--- config.mk ---
export PLATFORM = sky130hd
export DESIGN_NAME = ccr_regs
export DESIGN_NICKNAME = d
export VERILOG_FILES = /design/src/rtl/ccr_charge_current_code_table.v /design/src/rtl/ccr_regs.v
export VERILOG_INCLUDE_DIRS = /design/src /design/src/rtl
export SDC_FILE = /design/constraint.sdc
export NUM_CORES = 1
export LEC_CHECK = 0
export ABC_AREA = 0
export BUFFER_PORTS_ARGS = -buffer_cell sky130_fd_sc_hd__buf_4
export CAP_MARGIN = 20
export CORE_UTILIZATION = 50
export CTS_CLUSTER_DIAMETER = 40
export CTS_CLUSTER_SIZE = 24
export DETAILED_ROUTE_END_ITERATION = 8
export PLACE_DENSITY = 0.73
export SLEW_MARGIN = 20
export SYNTH_ARGS = -nofsm -noshare
export SYNTH_HDL_FRONTEND = slang
export SYNTH_SLANG_ARGS = --single-unit
--- constraint.sdc ---
create_clock -name clk -period 4.85 [get_ports clk]
set_input_delay 0.97 -clock clk [delete_from_list [all_inputs] [get_ports clk]]
set_output_delay 0.97 -clock clk [all_outputs]
set_load 0.1 [all_outputs]
--- src/rtl/ccr_defs.vh ---
// ccr_defs.vh: offsets, field positions, reset values and codes for the
// charger control and charge-current register pair.
// assumes: included by bare name from the rtl files of this block.
`ifndef CCR_DEFS_VH
`define CCR_DEFS_VH

// register offsets
`define CCR_ADDR_W          8
`define CCR_OFF_CTRL_ONE    8'h01
`define CCR_OFF_CUR_LIMIT   8'h02

// reset values
`define CCR_RST_CTRL_ONE    8'h1a
`define CCR_RST_CUR_LIMIT   8'h99

// charger_control_one fields
`define CCR_LL_OFF_BIT      7
`define CCR_WD_RESTART_BIT  6
`define CCR_BOOST_BIT       5
`define CCR_CHG_EN_BIT      4
`define CCR_SYSMIN_HI       3
`define CCR_SYSMIN_LO       1
`define CCR_MINBAT_BIT      0

// charge_current_limit fields
`define CCR_RSVD_BIT        7
`define CCR_FET_LOWR_BIT    6
`define CCR_CHARGE_CURRENT_CODE_HI         5
`define CCR_CHARGE_CURRENT_CODE_LO         0

// bits that a watchdog expiry returns to default
`define CCR_WD_MASK_ONE     8'h70
`define CCR_WD_MASK_CUR     8'hbf

// minimum system voltage table, millivolts per code
`define CCR_SYSMIN_0        12'ha28
`define CCR_SYSMIN_1        12'haf0
`define CCR_SYSMIN_2        12'hbb8
`define CCR_SYSMIN_3        12'hc80
`define CCR_SYSMIN_4        12'hd48
`define CCR_SYSMIN_5        12'hdac
`define CCR_SYSMIN_6        12'he10
`define CCR_SYSMIN_7        12'he74

// input fet switch-over threshold, milliamps
`define CCR_FET_THRESH_MA   12'h2bc

`endif

--- src/rtl/ccr_charge_current_code_table.v ---
// ccr_charge_current_code_table.v: charge-current code to milliamps, stepped table.
// assumes: purely combinational, caller registers the result.
module ccr_charge_current_code_table (
  code,
  milliamps
);
  input  wire [5:0]  code;
  output reg  [11:0] milliamps;

  // --------------------------------------------------------------
  // piecewise linear decode
  // --------------------------------------------------------------
  // arithmetic per segment is cheaper than a 64-entry rom
  always @* begin
    if (code <= 6'h08) begin
      milliamps = {4'h0, code, 2'h0} + {6'h00, code};            // 5 ma
    end else if (code <= 6'h0f) begin
      milliamps = 12'h028 + (({6'h00, code - 6'h08}) * 12'h00a);  // 10 ma
    end else if (code <= 6'h17) begin
      milliamps = 12'h06e + (({6'h00, code - 6'h0f}) * 12'h014);  // 20 ma
    end else if (code <= 6'h20) begin
      milliamps = 12'h10e + (({6'h00, code - 6'h17}) * 12'h01e);  // 30 ma
    end else if (code <= 6'h30) begin
      milliamps = 12'h21c + (({6'h00, code - 6'h20}) * 12'h03c);  // 60 ma
    end else if (code <= 6'h3c) begin
      milliamps = 12'h5dc + (({6'h00, code - 6'h30}) * 12'h078);  // 120 ma
    end else begin
      milliamps = 12'hbb8;                                        // saturate
    end
  end
endmodule

--- src/rtl/ccr_regs.v ---
// ccr_regs.v: charger control register and charge-current register.
// assumes: one 200 mhz clock, host register port on that clock,
// watchdog timer and expiry pulse live outside on the same clock,
// charge enable pin arrives asynchronously.
//
// Functional notes
// - bit 7 zero enables light-load pulse mode
// - control register at 0x01 resets to 0x1a
// - writing watchdog bit restarts the watchdog
// - watchdog bit clears itself, reads zero
// - boost bit wins over charge enable
// - charge needs enable bit and low pin
// - system minimum code maps 2.6 to 3.7 V
// - fet bit zero: high resistance below 700mA
// - current register at 0x02 resets to 0x99
// - charge current code bits 5:0, default 330mA
// - stepped current table, saturates at 3000mA
//
// Added by the designer: the strobed register port.
`include "ccr_defs.vh"

module ccr_regs (
  clk,
  reset_n,
  clk_en,
  reg_addr,
  reg_wdata,
  reg_wr,
  reg_rd,
  reg_rdata,
  watchdog_expired,
  charge_enable_pin_low,
  input_current_limit,
  watchdog_restart_pulse,
  light_load_pulse_enable,
  boost_enable,
  charge_enable,
  min_system_voltage_mv,
  min_battery_select,
  input_fet_high_resistance,
  charge_current_ma
);
  input  wire                    clk;
  input  wire                    reset_n;
  input  wire                    clk_en;
  input  wire [`CCR_ADDR_W-1:0]  reg_addr;
  input  wire [7:0]              reg_wdata;
  input  wire                    reg_wr;
  input  wire                    reg_rd;
  output reg  [7:0]              reg_rdata;
  input  wire                    watchdog_expired;
  input  wire                    charge_enable_pin_low;
  input  wire [11:0]             input_current_limit;
  output reg                     watchdog_restart_pulse;
  output reg                     light_load_pulse_enable;
  output reg                     boost_enable;
  output reg                     charge_enable;
  output reg  [11:0]             min_system_voltage_mv;
  output reg                     min_battery_select;
  output reg                     input_fet_high_resistance;
  output reg  [11:0]             charge_current_ma;

  // --------------------------------------------------------------
  // helpers
  // --------------------------------------------------------------
  function [11:0] sysmin_mv;
    input [2:0] code;
    begin
      case (code)
        3'h0:    sysmin_mv = `CCR_SYSMIN_0;
        3'h1:    sysmin_mv = `CCR_SYSMIN_1;
        3'h2:    sysmin_mv = `CCR_SYSMIN_2;
        3'h3:    sysmin_mv = `CCR_SYSMIN_3;
        3'h4:    sysmin_mv = `CCR_SYSMIN_4;
        3'h5:    sysmin_mv = `CCR_SYSMIN_5;
        3'h6:    sysmin_mv = `CCR_SYSMIN_6;
        default: sysmin_mv = `CCR_SYSMIN_7;
      endcase
    end
  endfunction

  // restore masked bits to default, keep the rest
  function [7:0] wd_restore;
    input [7:0] cur;
    input [7:0] dflt;
    input [7:0] mask;
    begin
      wd_restore = (cur & ~mask) | (dflt & mask);
    end
  endfunction

  // --------------------------------------------------------------
  // pin synchroniser
  // --------------------------------------------------------------
  reg  ce_pin_meta_ff;
  reg  ce_pin_sync_ff;

  // pin is asynchronous; second stage is the only reader of the first
  always @(posedge clk or negedge reset_n) begin
    if (!reset_n) begin
      ce_pin_meta_ff <= 1'b1;
      ce_pin_sync_ff <= 1'b1;
    end else if (clk_en) begin
      ce_pin_meta_ff <= charge_enable_pin_low;
      ce_pin_sync_ff <= ce_pin_meta_ff;
    end
  end

  // --------------------------------------------------------------
  // register storage
  // --------------------------------------------------------------
  reg  [7:0] ctrl_one_ff;
  reg  [7:0] cur_limit_ff;
  reg  [7:0] nxt_ctrl_one;
  reg  [7:0] nxt_cur_limit;
  wire       wr_one = reg_wr && (reg_addr == `CCR_OFF_CTRL_ONE);
  wire       wr_cur = reg_wr && (reg_addr == `CCR_OFF_CUR_LIMIT);

  // host write beats expiry in the same cycle: a fresh restart is newer
  always @* begin
    nxt_ctrl_one  = ctrl_one_ff;
    nxt_cur_limit = cur_limit_ff;
    nxt_ctrl_one[`CCR_WD_RESTART_BIT] = 1'b0;
    if (watchdog_expired) begin
      nxt_ctrl_one  = wd_restore(nxt_ctrl_one, `CCR_RST_CTRL_ONE, `CCR_WD_MASK_ONE);
      nxt_cur_limit = wd_restore(cur_limit_ff, `CCR_RST_CUR_LIMIT, `CCR_WD_MASK_CUR);
    end
    if (wr_one) begin
      nxt_ctrl_one = reg_wdata;
    end
    if (wr_cur) begin
      nxt_cur_limit = reg_wdata;
    end
  end

  // reset to documented defaults
  always @(posedge clk or negedge reset_n) begin
    if (!reset_n) begin
      ctrl_one_ff  <= `CCR_RST_CTRL_ONE;
      cur_limit_ff <= `CCR_RST_CUR_LIMIT;
    end else if (clk_en) begin
      ctrl_one_ff  <= nxt_ctrl_one;
      cur_limit_ff <= nxt_cur_limit;
    end
  end

  // --------------------------------------------------------------
  // read port
  // --------------------------------------------------------------
  // restart bit is masked out of the read data so it always reads back zero
  always @(posedge clk or negedge reset_n) begin
    if (!reset_n) begin
      reg_rdata <= 8'h00;
    end else if (clk_en) begin
      if (reg_rd && reg_addr == `CCR_OFF_CTRL_ONE) begin
        reg_rdata <= ctrl_one_ff & 8'hbf;
      end else if (reg_rd && reg_addr == `CCR_OFF_CUR_LIMIT) begin
        reg_rdata <= cur_limit_ff;
      end else begin
        reg_rdata <= 8'h00;                                        // unmapped
      end
    end
  end

  // --------------------------------------------------------------
  // decoded controls
  // --------------------------------------------------------------
  wire [11:0] charge_current_code_ma;

  ccr_charge_current_code_table u_charge_current_code (
    .code      (cur_limit_ff[`CCR_CHARGE_CURRENT_CODE_HI:`CCR_CHARGE_CURRENT_CODE_LO]),
    .milliamps (charge_current_code_ma)
  );

  wire boost_on = ctrl_one_ff[`CCR_BOOST_BIT];

  // all outputs registered; one cycle behind the register contents
  always @(posedge clk or negedge reset_n) begin
    if (!reset_n) begin
      watchdog_restart_pulse    <= 1'b0;
      light_load_pulse_enable   <= 1'b1;
      boost_enable              <= 1'b0;
      charge_enable             <= 1'b0;
      min_system_voltage_mv     <= `CCR_SYSMIN_5;
      min_battery_select        <= 1'b0;
      input_fet_high_resistance <= 1'b0;
      charge_current_ma         <= 12'h000;
    end else if (clk_en) begin
      watchdog_restart_pulse    <= ctrl_one_ff[`CCR_WD_RESTART_BIT];
      light_load_pulse_enable   <= ~ctrl_one_ff[`CCR_LL_OFF_BIT];
      boost_enable              <= boost_on;
      charge_enable             <= ~boost_on && ctrl_one_ff[`CCR_CHG_EN_BIT] && ~ce_pin_sync_ff;
      min_system_voltage_mv     <= sysmin_mv(ctrl_one_ff[`CCR_SYSMIN_HI:`CCR_SYSMIN_LO]);
      min_battery_select        <= ctrl_one_ff[`CCR_MINBAT_BIT];
      input_fet_high_resistance <= ~cur_limit_ff[`CCR_FET_LOWR_BIT]
                                   && (input_current_limit < `CCR_FET_THRESH_MA);
      charge_current_ma         <= charge_current_code_ma;
    end
  end
endmodule

======== After elaboration in Yosys (flattened, before gate mapping) ========
Cells that the tools add are included.
word-level totals
  bits in registers ....................... 56
  output and inout port bits .............. 38
  word-level logic and storage cells ...... 78
operators by class
  add/subtract/negate cells ............... 11
  $mul .................................... 5
  $lt $le $gt $ge ......................... 7
  equality and inequality tests ........... 8
  multiplexer cells ....................... 13
  bitwise logic cells ..................... 4
  reduce and logical (&&, ||, !) cells .... 14
operators with widths
  cell                                                           count
  case mux 11 bit (7 select lines)                               1
  two-way mux 12 bit                                             6
  two-way mux 8 bit                                              5
  multiplier 6 x 4 -> 10 bit (second input constant)             2
  <= comparator 6 bit (second input constant)                    3
  multiplier 6 x 3 -> 9 bit (second input constant)              2
  adder 10 x 12 -> 12 bit (first input constant)                 1
  adder 11 x 12 -> 12 bit (first input constant)                 1
  adder 7 x 11 -> 12 bit (first input constant)                  1
  adder 9 x 11 -> 12 bit (first input constant)                  1
  <= comparator 6 x 4 -> 1 bit (second input constant)           2
  less-than comparator 12 x 10 -> 1 bit (second input constant)  1
  subtractor 6 x 4 -> 6 bit (second input constant)              2
  subtractor 6 bit (second input constant)                       2
  adder 6 x 10 -> 11 bit (first input constant)                  1
  adder 8 x 6 -> 9 bit                                           1
  == test 3 bit (second input constant)                          3
  multiplier 6 x 4 -> 9 bit (second input constant)              1
  == test 8 x 1 -> 1 bit (second input constant)                 1
  == test 8 x 2 -> 1 bit (second input constant)                 1
  AND reduction 2 bit                                            4
  logical AND 1 bit                                              7
  == test 3 x 2 -> 1 bit (second input constant)                 2
  <= comparator 6 x 5 -> 1 bit (second input constant)           1
  6 further kinds                                                10

======== Logic depth before layout (Yosys ltp) ========
Gate-level depths: netlist of the first run.
  depth after elaboration ................. 9
  depth in mapped cells ................... 18

======== By module ========
Synthesis of the first run repeated with hierarchy kept, for this count alone.
second synthesis, totals
  cell total of the unflattened synthesis .. 640
  area, all modules ....................... 5811.8 sq um
modules (own cells, without submodules)
  module                         times used  cells each  area each (sq um)  seq. area each (sq um)
  ccr_charge_current_code_table  1           448         3449.6             0.0
  ccr_regs                       1           192         2362.3             1346.3

======== Worst setup path before layout of the first run ========
OpenSTA, ideal clock, no wires.
  kind .................................... flip-flop to flip-flop
  start point ............................. reg cur_limit_ff[0]
  end point ............................... reg charge_current_ma[10]
  data arrival time ....................... 4639 ps
  required time ........................... 4708 ps
  slack ................................... 69 ps
  cell stages (with the launch flop) ...... 19
  buffers on the path ..................... 3
  path through ............................ dfstp_2 buf_2 clkbuf_1 inv_1 ha_1 clkbuf_1 xor2_1 inv_1 ha_1 ha_1 xnor2_1 ha_1 a211oi_1 nor4b_1 or3b_1 a21o_1 a211o_1 nand3_1 o221ai_1
between the ends
  cells in the longest elaborated chain, start to end .. 9
RTL lines
  item                       RTL line                            text
  from (decl)                ccr_regs.v:113                      reg [7:0] cur_limit_ff;
  from (signal assigned)     ccr_regs.v:140                      cur_limit_ff <= `CCR_RST_CUR_LIMIT;
  from (signal assigned)     ccr_regs.v:143                      cur_limit_ff <= nxt_cur_limit;
  subtractor 6 bit           ccr_charge_current_code_table.v:26  milliamps = 12'h5dc + (({6'h00, code - 6'h30}) * 12'h078);
  multiplier 6 x 4 -> 9 bit  ccr_charge_current_code_table.v:26
  adder 11 x 12 -> 12 bit    ccr_charge_current_code_table.v:26
  two-way mux 12 bit         ccr_charge_current_code_table.v:25  end else if (code <= 6'h3c) begin
  two-way mux 12 bit         ccr_charge_current_code_table.v:23  end else if (code <= 6'h30) begin
  two-way mux 12 bit         ccr_charge_current_code_table.v:21  end else if (code <= 6'h20) begin
  two-way mux 12 bit         ccr_charge_current_code_table.v:19  end else if (code <= 6'h17) begin
  two-way mux 12 bit         ccr_charge_current_code_table.v:17  end else if (code <= 6'h0f) begin
  two-way mux 12 bit (*)     ccr_charge_current_code_table.v:15  if (code <= 6'h08) begin
  to (signal assigned)       ccr_regs.v:197                      charge_current_ma <= charge_current_code_ma;
  to (decl)                  ccr_regs.v:61                       output reg [11:0] charge_current_ma;
Every way passes the cells marked *; elsewhere a longest branch is shown, timed or not.
A chain may end at the register's enable or synchronous reset.

======== Final worst setup path of the first run ========
  start point ............................. reg cur_limit_ff[0]
  end point ............................... reg charge_current_ma[6]
The elaborated chain is that of the path after synthesis.

==> impl.org, run 1 <==
** Synthesis
- After synthesis, the largest area contributor takes up about 16% of total cell area.
- Number of warnings issued by yosys :: 0
- Top flip-flop cell by instance count after synthesis :: sky130_fd_sc_hd__dfrtp_1
- Post-synth top area cell :: sky130_fd_sc_hd__dfrtp_1
- Share of the yosys chip area belonging to registers :: between 20% and 30%
- Counting flops with an async set or reset pin after synthesis yields a share of between 90% and 100%.
- Post-synth EDFFs :: 0
- In the post-synthesis netlist, the biggest area contributors are sky130_fd_sc_hd__dfrtp_1 (16%), sky130_fd_sc_hd__ha_1 (15%), sky130_fd_sc_hd__dfstp_2 (7.2%).
- Netlist Area Pre-Place :: just under 6000 um2
- Synthesized instance count :: approximately 680
- In this run the mean area of a mapped cell was ~8.6 um2.
- Synthesis instantiated 77 different standard cells from the library.
- Counting flops and latches in the post-synthesis netlist gives 53.

** Floorplanning
- The floorplan step defined a die boundary enclosing 12100 um2.
- The floorplan has 39 rows.
- Top-level port count :: 73
- Initial core utilization :: between 50% and 60%
- Die Span Y :: 110 um
- The total area inside the core boundary comes to 11400 um2.
- DIE WIDTH :: approximately 110 um

** Pwr
- Power density over cell area :: approximately 170 nW/um2
- The analysis attributes to cell leakage a power of 3.13 nW.
- Peak supply drop :: between 0.00015 and 0.0002 V
- The completed layout was analyzed and its total power is approximately 1.1 mW.

** Cells and area
- Fin cells :: around 900
- Antenna diode count :: 0
- Number of nets in the layout :: 853
- Share of the core filled with cells in the final layout :: between 50 and 60%
- Cells with a size suffix above 1 make up about 18% of the layout.
- Most common cell after layout, fill and taps aside :: sky130_fd_sc_hd__buf_4
- The area growth from synthesis to layout is 13.6%.
- Most used cells in the layout excluding fill and tap cells :: sky130_fd_sc_hd__buf_4 (77), sky130_fd_sc_hd__ha_1 (70), sky130_fd_sc_hd__inv_1 (67)

** Placement
- Placed Instances :: 868
- At the placement stage, the worst setup path has a slack of just under 0.4 ns.
- Input and output buffers added on the ports amount to 67.
- At the end of routability-driven placement, the weighted congestion stood at slightly below 0.9.
- Once detailed placement completed, the half-perimeter wirelength came to between 10000 and 15000 um.

** CTS
- CTS tree :: done
- In this run the clock root is driven by a sky130_fd_sc_hd__clkbuf_16.
- Clock Pin Slew Worst Setup and Hold Paths :: approximately 0.07 ns
- In this run the post-CTS setup repair buffer count came out at 0.
- The clock passes through at most 2 buffers.
- Clock Sinks :: 53
- Clock latency of the later-clocked register in the worst-skew pair :: 0.29 ns
- # resized after CTS :: 0
- Post-CTS Hold Fix Bufs :: 0
- The H-tree was split into 2 levels.
- TritonCTS created 5 clock buffers.

** Job
- Count of maximum capacitance violations :: 0

** Timing
- The worst path uses 92.6% of the clock period.
- Subtracting the final worst setup slack from the clock period gives around 4.5 ns.
- Setup slack on the critical path of the routed design comes to 0.359 ns.
- Headroom to the max-slew limit came out at 32.6%.
- Worst clock skew :: roughly 0.0036 ns
- Actual transition at the worst max-transition pin :: between 1 and 1.5 ns
- Final Hold Violating Endpoints :: 0
- Setup violations remaining at the end of the flow were counted as 0.
- Setup repair after global routing missed its margin :: false
- Derived from the worst setup path, the maximum achievable clock frequency is 223 MHz.
- Setup total negative slack on the finished layout was measured at 0 ns.
- Max Transition Viols Final :: 0

** Critical path
- The worst setup path is of the flop to flop kind.
- The worst setup path is launched from a flop.
- For flop-to-flop paths, the worst setup slack is about 0.36 ns.
- Data required time of the critical path :: 5.02 ns
- Of all nets on the critical path, the largest fanout is 6.
- Capture point of the worst reg-to-reg path :: charge_current_ma[6]$_DFFE_PN0P_
- Logic depth of the worst register-to-register path :: 15
- In this run the critical register-to-register path is launched from cur_limit_ff[0]$_DFFE_PN1P_.
- Type of element capturing the critical path :: flop
- Data on the critical path arrives at its endpoint at about 4.7 ns.

** Global route
- Via count of the first global-routing pass :: slightly below 5000
- Largest net degree at the start of global routing :: 54
- Antenna violations before repair :: 0
- Wire length of the first global-routing pass :: 23400 um
- Total congestion overflow after global routing :: 0
- Global routing used 24.9% of the available tracks across all layers.

** Detailed routing
- The final layout contains routed wiring with a total length of roughly 15000 um.
- Via-to-Cell Ratio :: roughly 5.9
- Wirelength per Cell :: approximately 17 um
- Antenna-violating nets left :: 0
- The first routing iteration left roughly 350 violations.
- DRC Markers :: 0
- The pre-antenna-repair detailed-routing pass consisted of 5 iterations.
- Number of vias after detailed routing :: about 5200

** Status
- Status :: completed

** Hold path
- Beginning of the worst hold path :: ctrl_one_ff[7]$_DFFE_PN0P_
- Hold Path Class :: flop to flop
- Hold path cells :: 1
- The path with the worst hold slack has its endpoint at light_load_pulse_enable$_DFFE_PN1P_.
==> worst max path at each step <==
stage,startpoint,to
after detailed placement,cur_limit_ff[0]$_DFFE_PN1P_,charge_current_ma[6]$_DFFE_PN0P_
after global placement,cur_limit_ff[0]$_DFFE_PN1P_,charge_current_ma[6]$_DFFE_PN0P_
after CTS,cur_limit_ff[0]$_DFFE_PN1P_,charge_current_ma[6]$_DFFE_PN0P_
after global routing,cur_limit_ff[0]$_DFFE_PN1P_,charge_current_ma[6]$_DFFE_PN0P_
after floorplan,cur_limit_ff[0]$_DFFE_PN1P_,charge_current_ma[10]$_DFFE_PN0P_
final,cur_limit_ff[0]$_DFFE_PN1P_,charge_current_ma[6]$_DFFE_PN0P_
==> Yosys cell counts, types with 3 or more instances <==
library cell	count
sky130_fd_sc_hd__or2_2	4
sky130_fd_sc_hd__a21o_1	11
sky130_fd_sc_hd__o2111ai_1	3
sky130_fd_sc_hd__o31ai_1	5
sky130_fd_sc_hd__nand2_1	30
sky130_fd_sc_hd__xor2_1	24
sky130_fd_sc_hd__o311a_1	3
sky130_fd_sc_hd__xnor2_1	31
sky130_fd_sc_hd__nand3b_1	3
sky130_fd_sc_hd__or4_1	4
sky130_fd_sc_hd__a22oi_1	7
sky130_fd_sc_hd__fa_1	16
sky130_fd_sc_hd__dfrtp_1	37
sky130_fd_sc_hd__nor2b_1	8
sky130_fd_sc_hd__nand3_1	22
sky130_fd_sc_hd__o21bai_1	4
sky130_fd_sc_hd__a31oi_1	8
sky130_fd_sc_hd__o2bb2ai_1	4
sky130_fd_sc_hd__nand2b_1	11
sky130_fd_sc_hd__and2_1	6
sky130_fd_sc_hd__mux2i_1	8
sky130_fd_sc_hd__o211ai_1	7
sky130_fd_sc_hd__and3_1	4
sky130_fd_sc_hd__nand4_1	3
sky130_fd_sc_hd__clkbuf_1	14
sky130_fd_sc_hd__a21oi_1	39
sky130_fd_sc_hd__o221ai_1	5
sky130_fd_sc_hd__buf_4	3
sky130_fd_sc_hd__dfstp_2	16
sky130_fd_sc_hd__mux2_2	11
sky130_fd_sc_hd__inv_1	67
sky130_fd_sc_hd__nor3b_1	3
sky130_fd_sc_hd__ha_1	70
sky130_fd_sc_hd__o22ai_1	5
sky130_fd_sc_hd__nor2_1	55
sky130_fd_sc_hd__nor3_1	11
sky130_fd_sc_hd__a211oi_1	8
sky130_fd_sc_hd__nand4b_1	3
sky130_fd_sc_hd__o21ai_0	44
sky130_fd_sc_hd__buf_2	8
==> registers in the layout, indices dropped and copies added, names as in the netlist, 8 cells and up <==
name	count
ctrl_one_ff	8
cur_limit_ff	8
charge_current_ma	12
reg_rdata	8
min_system_voltage_mv	9
==> layout make-up <==
cell class              count  area, um2
repair buffers             77        578
flip-flops and latches     53       1350
clock inverters             2       16.3
multi-input cells         527       4090
clock buffers               6        139
fillers                  1017       4760
well taps                 143        179
inverters                  68        255
==> critical path, cell delays in order, from the launching register on <==
cell                       delay, ns
sky130_fd_sc_hd__dfstp_2        0.58
sky130_fd_sc_hd__inv_1          0.14
sky130_fd_sc_hd__ha_1           0.35
sky130_fd_sc_hd__xor2_1         0.24
sky130_fd_sc_hd__inv_1          0.12
sky130_fd_sc_hd__ha_1           0.28
sky130_fd_sc_hd__ha_1           0.33
sky130_fd_sc_hd__xnor2_1        0.29
sky130_fd_sc_hd__ha_1           0.29
sky130_fd_sc_hd__a211oi_1       0.45
sky130_fd_sc_hd__nor2_1         0.19
sky130_fd_sc_hd__nor3_1         0.36
sky130_fd_sc_hd__o21ai_0        0.15
sky130_fd_sc_hd__and3_1         0.22
sky130_fd_sc_hd__o31ai_1        0.26
sky130_fd_sc_hd__a21oi_1        0.11
==> per-stage QoR <==
stage	hold slack (ns)	area, um2
3_3_place_gp	0.459	6440
4_1_cts	0.485	6600
2_1_floorplan	0.423	5820
3_5_place_dp	0.458	6440
5_1_grt	0.506	6610
6_report	0.484	6610
==> power by group <==
| group | switching, mW | internal (mW) |
|---|---|---|
| sequential | 0.0110 | 0.462 |
| combinational | 0.176 | 0.0693 |
| clock | 0.168 | 0.208 |
==> cell families (layout without fill, tap and decap cells) <==
| kind of cell | Yosys count | after routing | synth area share (%) |
|---|---|---|---|
| AND/OR/NAND/NOR | 183 | 183 | 16.8 |
| XOR/XNOR | 55 | 55 | 8.28 |
| adder cells (fa/ha/maj) | 87 | 87 | 20.7 |
| flip-flops | 53 | 53 | 23.1 |
| buffers and inverters | 96 | 153 | 6.69 |
| other | 2 | 3 | 0.129 |
| multiplexers | 20 | 20 | 3.70 |
| AO/OA/AOI/OAI | 179 | 179 | 20.5 |
==> per-layer routing <==
layer / vias up / track usage (%) / wire length, um
li1: 2496 / - / -
met5: - / 0 / 0
met2: 189 / 41.0 / 7030
met3: 30 / 3.79 / 885
met4: 0 / 8.00 / 336
met1: 2488 / 33.2 / 6540
No activity file was read; power rests on OpenSTA's default activity.
==> inputs of run 2 (changes only) <==
--- a/config.mk
+++ b/config.mk
@@ -7,13 +7,12 @@
 export NUM_CORES = 1
 export LEC_CHECK = 0
 export ABC_AREA = 0
-export BUFFER_PORTS_ARGS = -buffer_cell sky130_fd_sc_hd__buf_4
 export CAP_MARGIN = 20
 export CORE_UTILIZATION = 50
 export CTS_CLUSTER_DIAMETER = 40
 export CTS_CLUSTER_SIZE = 24
 export DETAILED_ROUTE_END_ITERATION = 8
-export PLACE_DENSITY = 0.73
+export DONT_BUFFER_PORTS = 1
 export SLEW_MARGIN = 20
 export SYNTH_ARGS = -nofsm -noshare
 export SYNTH_HDL_FRONTEND = slang
==> constraint.sdc (replaced) <==
create_clock -name clk -period 4.5 [get_ports clk]
set_input_delay 0.9 -clock clk [delete_from_list [all_inputs] [get_ports clk]]
set_output_delay 0.9 -clock clk [all_outputs]
set_load 0.1 [all_outputs]
==> impl.org, run 2 (synthesis results as in run 1) <==
** Status
- Status :: completed

** Critical path
- The slowest stage of the critical path belongs to the cell sky130_fd_sc_hd__dfstp_2.
- The worst setup path is of the flop to flop kind.
- Type of element capturing the critical path :: flop
- In this run the critical register-to-register path is launched from cur_limit_ff[3]$_DFFE_PN1P_.
- Data on the critical path is required at its endpoint by 4.69 ns.
- Worst path buffer plus inverter count :: 2
- In this design, the stage delay of the slowest critical-path cell is around 0.54 ns.
- Maximum fanout along the worst path :: 6
- For the worst flop-to-flop path, the logic depth is 17.
- Most prevalent standard cell on the critical path :: sky130_fd_sc_hd__ha_1
- Critical Path Start :: cur_limit_ff[3]$_DFFE_PN1P_
- Ordered cell list for the critical path :: inv_1 -> ha_1 -> a21oi_1 -> xnor2_2 -> inv_1 -> nor2_1 -> nor2_1 -> xnor2_1 -> ha_1 -> ha_1 -> or3b_2 -> nand3_1 -> or3b_1 -> a21o_1 -> a211o_1 -> nand3_1 -> o221ai_1
- Data arrives at the worst endpoint at approximately 4.4 ns.
- STA classifies the critical path startpoint as a flop.
- Broken down by cell family, the worst path's largest delay share belongs to simple AND/OR/NAND/NOR gates.
- Path length in cells of the critical path :: 17

** Floorplanning
- Full die area :: around 12000 um2
- DIE WIDTH :: 110 um
- Initial core utilization :: around half
- Die Span Y :: around 110 um
- Core outline area :: approximately 11000 um2
- FP Rows :: 39
- Top-level port count :: 73

** Cells and area
- After filler insertion, the fill cell instance count of the layout stands at between 1000 and 1500.
- Antenna diode count :: 0
- Cells fill ~54% of the core in the end.
- The library cell used most frequently in the layout, excluding fill and tap cells, is sky130_fd_sc_hd__ha_1.
- Once layout is complete, the cells apart from fillers number slightly above 800.
- Fraction of layout instances using a drive strength above 1 :: approximately an eighth
- The register with the most flip-flops in the layout has 12 of them.
- Most used cells in the layout excluding fill and tap cells :: sky130_fd_sc_hd__ha_1 (70), sky130_fd_sc_hd__inv_1 (67), sky130_fd_sc_hd__nor2_1 (55)
- charge_current_ma holds more flip-flops than any other register.
- The finished cells cover approximately 6200 um2.
- Area growth syn-to-layout :: 6.35%
- Number of nets in the layout :: between 700 and 800
- The largest registers in the layout are charge_current_ma: 12 flops, min_system_voltage_mv: 9 flops.

** CTS
- After clock tree synthesis, the clock-pin slew on the worst setup and hold paths is ~0.09 ns.
- H-tree depth reported by CTS :: 2
- Counting the buffers created by CTS gives 5.
- Clock latency of the later-clocked register in the worst-skew pair :: 0.32 ns
- Count of buffers added by post-CTS timing repair for setup :: 0
- CTS tree :: done
- Clock Sinks :: 53
- The cell sitting at the root of the clock tree is a sky130_fd_sc_hd__clkbuf_16.
- No sink is reached through more buffers than the 2 on the longest clock path.

** Timing
- The number of max-slew violations in the final report came to 0.
- Worst clock skew :: about 0.016 ns
- Actual transition at the worst max-transition pin :: 0.954 ns
- The worst pin sits at a relative slew slack of between 30% and 40%.
- The number of failing hold endpoints at the final stage was 0.
- Setup total negative slack :: 0 ns
- Setup slack after layout :: between 0.2 and 0.3 ns
- Achievable Freq :: about 240 MHz
- Minimum clock period after layout :: around 4.2 ns
- Setup violations remaining at the end of the flow were counted as 0.
- Fin crit share :: 94.0%
- Setup repair after global routing left no endpoint under its margin.

** Global route
- Antenna violations before repair :: 0
- Largest net degree at the start of global routing :: 54
- The total overflow left after global routing is 0.
- Across every metal layer, demand over resource in global routing totals 26.1%.
- Via count of the first global-routing pass :: about 4700
- Wire length of the first global-routing pass :: 24000 um

** Placement
- Placed Instances :: ~800
- Routability-driven placement finished with a final weighted congestion of between 0.9 and 1.
- Port buffer count :: 0
- The wire-length estimate of the detail-placed layout is 11400 um.
- Timing analysis after detailed placement gives a worst setup slack of between 0.2 and 0.3 ns.
- Placed Instance Area :: 6010 um2

** Detailed routing
- Antenna-violating nets left :: 0
- Iteration-0 DRC Markers :: about 260
- Via-to-Cell Ratio :: about 5.9
- Routed Wire Length :: 14900 um
- Detailed-router iteration count before antenna repair :: 5
- Dividing the detail-routed wire length by the instance count gives 18.3 um.
- DRC Markers :: 0
- The routed layout has around 4800 vias.

** Pwr
- Power density over cell area :: 185 nW/um2
- Static leakage :: around 2.9 nW
- Peak supply drop :: approximately 0.00028 V

** Hold path
- The worst hold path belongs to the class primary input to async pin.

** Job
- Max-cap violations in this run came to 0.
==> run 2: cell types whose count changed in the layout (fill, tap and decap cells not counted) <==
| cell | before | now |
|---|---|---|
| sky130_fd_sc_hd__buf_4 | 77 | 19 |
| sky130_fd_sc_hd__a211oi_1 | 8 | 7 |
| sky130_fd_sc_hd__a211oi_2 | 1 | 2 |
| sky130_fd_sc_hd__a21boi_0 | 1 | 2 |
| sky130_fd_sc_hd__a21boi_1 | 1 | 0 |
| sky130_fd_sc_hd__a31oi_1 | 8 | 7 |
| sky130_fd_sc_hd__a31oi_2 | 0 | 1 |
| sky130_fd_sc_hd__clkbuf_8 | 1 | 0 |
| sky130_fd_sc_hd__clkinv_4 | 0 | 1 |
| sky130_fd_sc_hd__clkinvlp_4 | 1 | 0 |
| sky130_fd_sc_hd__inv_8 | 0 | 1 |
| sky130_fd_sc_hd__nor3_1 | 11 | 10 |
| sky130_fd_sc_hd__nor3_2 | 0 | 1 |
==> run 2: stage by stage <==
stage               power [mW]  hold WS, ns
floorplan                0.706        0.423
global placement         0.721        0.449
detailed placement       0.723        0.453
CTS                       1.15        0.262
global route              1.17        0.261
finish                    1.14        0.266
==> run 2: path summary, 6_finish.rpt <==
| check | endpoint | slack [ns] |
|---|---|---|
| setup reg to reg | charge_current_ma[10]$_DFFE_PN0P_ | 0.27 |
| setup / recovery | charge_current_ma[10]$_DFFE_PN0P_ | 0.27 |
| max in group asynchronous | ce_pin_meta_ff$_DFFE_PN1P_ | 4.02 |
| hold / removal | charge_current_ma[1]$_DFFE_PN0P_ | 0.27 |
| hold reg to reg | light_load_pulse_enable$_DFFE_PN1P_ | 0.46 |
| min in group clk | light_load_pulse_enable$_DFFE_PN1P_ | 0.46 |
==> run 2: report_power, final <==
group / internal (mW) / switching, mW
clock network: 0.214 / 0.213
registers: 0.497 / 0.114
logic: 0.0414 / 0.0618
total: 0.753 / 0.389
==> run 2: metal layers <==
| metal | GRT usage (%) | wire length [um] |
|---|---|---|
| met1 | 32.9 | 6640 |
| met4 | 10.2 | 419 |
| met5 | 0 | 0 |
| met2 | 43.3 | 7070 |
| met3 | 5.75 | 806 |
==> run 2: final cells by class <==
class                   instances  area, um2  area share (%)
multi-input cells             527       4110            66.4
flip-flops and latches         53       1350            21.8
inverters                      68        255            4.13
well taps                     143        179            2.89
repair buffers                 19        143            2.31
clock buffers                   5        125            2.02
clock inverters                 3       28.8           0.465
==> run 2: repair_timing <==
action                                  4_1_cts  5_1_grt
hold endpoints to repair                      0        0
hold buffers                                  0        0
endpoints found under the setup margin        0        3
resized for setup                             0        2
==> inputs of run 3 (changes only) <==
--- a/config.mk
+++ b/config.mk
@@ -8,11 +8,14 @@
 export LEC_CHECK = 0
 export ABC_AREA = 0
 export CAP_MARGIN = 20
-export CORE_UTILIZATION = 50
+export CELL_PAD_IN_SITES_DETAIL_PLACEMENT = 1
+export CELL_PAD_IN_SITES_GLOBAL_PLACEMENT = 2
+export CORE_UTILIZATION = 40
 export CTS_CLUSTER_DIAMETER = 40
 export CTS_CLUSTER_SIZE = 24
 export DETAILED_ROUTE_END_ITERATION = 8
 export DONT_BUFFER_PORTS = 1
+export PLACE_DENSITY_LB_ADDON = 0.1
 export SLEW_MARGIN = 20
 export SYNTH_ARGS = -nofsm -noshare
 export SYNTH_HDL_FRONTEND = slang
==> impl.org, run 3 (synthesis results as in run 1) <==
** Status
- Status :: completed

** Pwr
- Sequential share of power :: between 50% and 60%
- Summed over all nets, the switching power comes to between 300 and 400 uW.
- Power Internal :: roughly 750 uW
- Overall Power :: 1.12 mW
- VDD sags by at most approximately 0.00016 V.
- Net switching share of the total power :: between 30% and 40%
- In this run, the combinational gates consume approximately a tenth of the power.
- The share of total power dissipated in the clock network is roughly 36%.
- The analysis attributes to cell leakage a power of 2.88 nW.
- In this run the power density over the cells is 179 nW/um2.

** Critical path
- The setup path with the least slack is of type flop to flop.
- Setup slack on the worst flop-to-flop path :: between 0.2 and 0.25 ns
- R2R Path Start :: cur_limit_ff[3]$_DFFE_PN1P_
- Logic depth of the worst register-to-register path :: 13
- In this run the critical register-to-register path is captured at charge_current_ma[10]$_DFFE_PN0P_.
- The worst setup path is captured at a flop.
- Maximum fanout along the worst path :: 7
- Data required time of the critical path :: between 4 and 5 ns
- Worst endpoint data arrival time :: about 4.4 ns
- STA classifies the critical path startpoint as a flop.

** Timing
- Relative slew slack :: approximately a third
- Minimum clock period after layout :: 4.28 ns
- For this run, the top clock speed supported by timing is 234 MHz.
- For the final database, setup skew stands at 0.0142 ns.
- The number of failing hold endpoints at the final stage is 0.
- The final critical path takes up between 90% and 100% of the cycle.
- Final setup fails :: 0
- Max Transition Viols Final :: 0
- Across all setup checks in the final design, the least slack found is approximately 0.22 ns.
- For the pin with the worst max-slew slack, the measured transition is 0.977 ns.
- Summed over all failing endpoints, the final setup total negative slack is 0 ns.

** Detailed routing
- Via-to-Cell Ratio :: about 5.8
- In the routed design, unresolved DRC markers number 0.
- Routed Wire Length :: approximately 17000 um
- For this block, the initial DRC count from the detailed router was 222.
- Detailed routing inserted a total of about 5000 vias.
- Antenna-violating nets left :: 0
- After detailed routing, the average wire length per cell comes to approximately 20 um.
- For this run, the detailed router's first-pass iteration total came to 4.

** Placement
- Detailed Place HPWL :: between 10000 and 15000 um
- Input and output buffers added on the ports amount to 0.
- Last weighted congestion value of the routability-driven placer :: about 0.86
- Once placement completed, the tool counted placed cells totaling 853.
- Worst setup timing slack at the placement stage :: roughly 0.20 ns

** Cells and area
- Area growth syn-to-layout :: 7.96%
- Most used cells in the layout excluding fill and tap cells :: sky130_fd_sc_hd__ha_1 (70), sky130_fd_sc_hd__inv_1 (66), sky130_fd_sc_hd__nor2_1 (55)
- Cells fill approximately 45% of the core in the end.
- 0 antenna diodes ended up in the layout.
- After the last flow step, the layout net total stands at roughly 800.
- Leaving out fill and tap cells, the most frequent cell in the layout is sky130_fd_sc_hd__ha_1.
- Regs by FF count :: charge_current_ma: 12 flops, min_system_voltage_mv: 9 flops
- More flip-flops sit in one register than any other, and that register is charge_current_ma.
- Fraction of layout instances using a drive strength above 1 :: between 10% and 20%
- Fin cells :: between 800 and 900
- Max FFs per register :: 12

** Floorplanning
- From bottom edge to top edge, the die measures ~120 um.
- 73 I/O pins were placed.
- The initial utilization of the core area, before any placement, comes to around two fifths.
- The die is between 100 and 150 um wide.
- Full die area :: roughly 15000 um2
- In this run the core area contains 43 standard-cell rows.
- Core outline area :: 14000 um2

** Global route
- Wire length of the first global-routing pass :: ~27000 um
- Across every metal layer, demand over resource in global routing totals 23.4%.
- Entering global routing, the biggest net connects 54 pins.
- The initial antenna violation count came to 0.
- Via count of the first global-routing pass :: 4966
- Global routing finished with a remaining overflow of 0.

** CTS
- Total CTS buffers :: 5
- In this run the clock root is driven by a sky130_fd_sc_hd__clkbuf_16.
- Clock latency of the later-clocked register in the worst-skew pair :: 0.30 ns
- Clk buf depth :: 2
- Clock Pin Slew Worst Setup and Hold Paths :: ~0.080 ns
- CTS built an H-tree with a depth of 2.
- Post-CTS Hold Fix Bufs :: 0
- CTS tree :: done
- In this run, post-CTS repair resized a total of 0 instances.
- For this design, the sink count on the clock tree is 53.
- Count of buffers added by post-CTS timing repair for setup :: 0

** Job
- Count of maximum capacitance violations :: 0

** Hold path
- Hold Path Class :: primary input to async pin
run 3: area by class of cell:
class	instances	area, um2
clock inverter	2	13.8
tap	180	225
sequential	53	1350
fill	1657	7760
multi-input combinational	527	4120
inverter	68	255
timing repair buffer	25	188
clock buffer	6	129
run 3: worst max-delay path, stage by stage, from the launching register on:
cell and delay (ns):
sky130_fd_sc_hd__dfstp_2 0.53, sky130_fd_sc_hd__inv_1 0.17, sky130_fd_sc_hd__buf_4 0.22, sky130_fd_sc_hd__fa_1 0.51
sky130_fd_sc_hd__fa_1 0.53, sky130_fd_sc_hd__inv_1 0.04, sky130_fd_sc_hd__ha_1 0.32, sky130_fd_sc_hd__nor2b_1 0.17
sky130_fd_sc_hd__o311a_1 0.31, sky130_fd_sc_hd__or4b_1 0.50, sky130_fd_sc_hd__nand3_2 0.17, sky130_fd_sc_hd__xnor2_1 0.12
sky130_fd_sc_hd__a221oi_2 0.37, sky130_fd_sc_hd__o221ai_1 0.18
run 3: worst max-delay path by stage:
stage / startpoint / endpoint / slack, ns / depth (start not counted)
2_1_floorplan: cur_limit_ff[0]$_DFFE_PN1P_ / charge_current_ma[10]$_DFFE_PN0P_ / 0.03 / 18
3_3_place_gp: cur_limit_ff[3]$_DFFE_PN1P_ / charge_current_ma[8]$_DFFE_PN0P_ / 0.23 / 17
3_5_place_dp: cur_limit_ff[3]$_DFFE_PN1P_ / charge_current_ma[10]$_DFFE_PN0P_ / 0.20 / 13
4_1_cts: cur_limit_ff[1]$_DFFE_PN0P_ / charge_current_ma[8]$_DFFE_PN0P_ / 0.15 / 15
5_1_grt: cur_limit_ff[4]$_DFFE_PN1P_ / charge_current_ma[10]$_DFFE_PN0P_ / -0.002 / 13
6_report: cur_limit_ff[3]$_DFFE_PN1P_ / charge_current_ma[10]$_DFFE_PN0P_ / 0.22 / 13
run 3: power groups by stage:
stage,combinational [mW],sequential (mW),clock (mW)
after floorplan,0.0920,0.614,0
after global placement,0.104,0.621,0
after detailed placement,0.107,0.622,0
after CTS,0.107,0.613,0.412
after global routing,0.118,0.615,0.426
final,0.108,0.612,0.404
run 3: per-stage QoR:
stage / cell area [um2] / hold slack (ns)
final: 6280 / 0.282
after global routing: 6280 / 0.272
after CTS: 6250 / 0.277
after detailed placement: 6100 / 0.452
after global placement: 6100 / 0.441
after floorplan: 5830 / 0.423
run 3: metal layers:
| layer | GRT usage, % | up-vias | routed length, um |
|---|---|---|---|
| met5 | 0 | - | 0 |
| met4 | 4.80 | 0 | 238 |
| met3 | 2.97 | 14 | 538 |
| met2 | 37.1 | 82 | 8000 |
| met1 | 33.8 | 2493 | 8350 |
| li1 | - | 2388 | - |
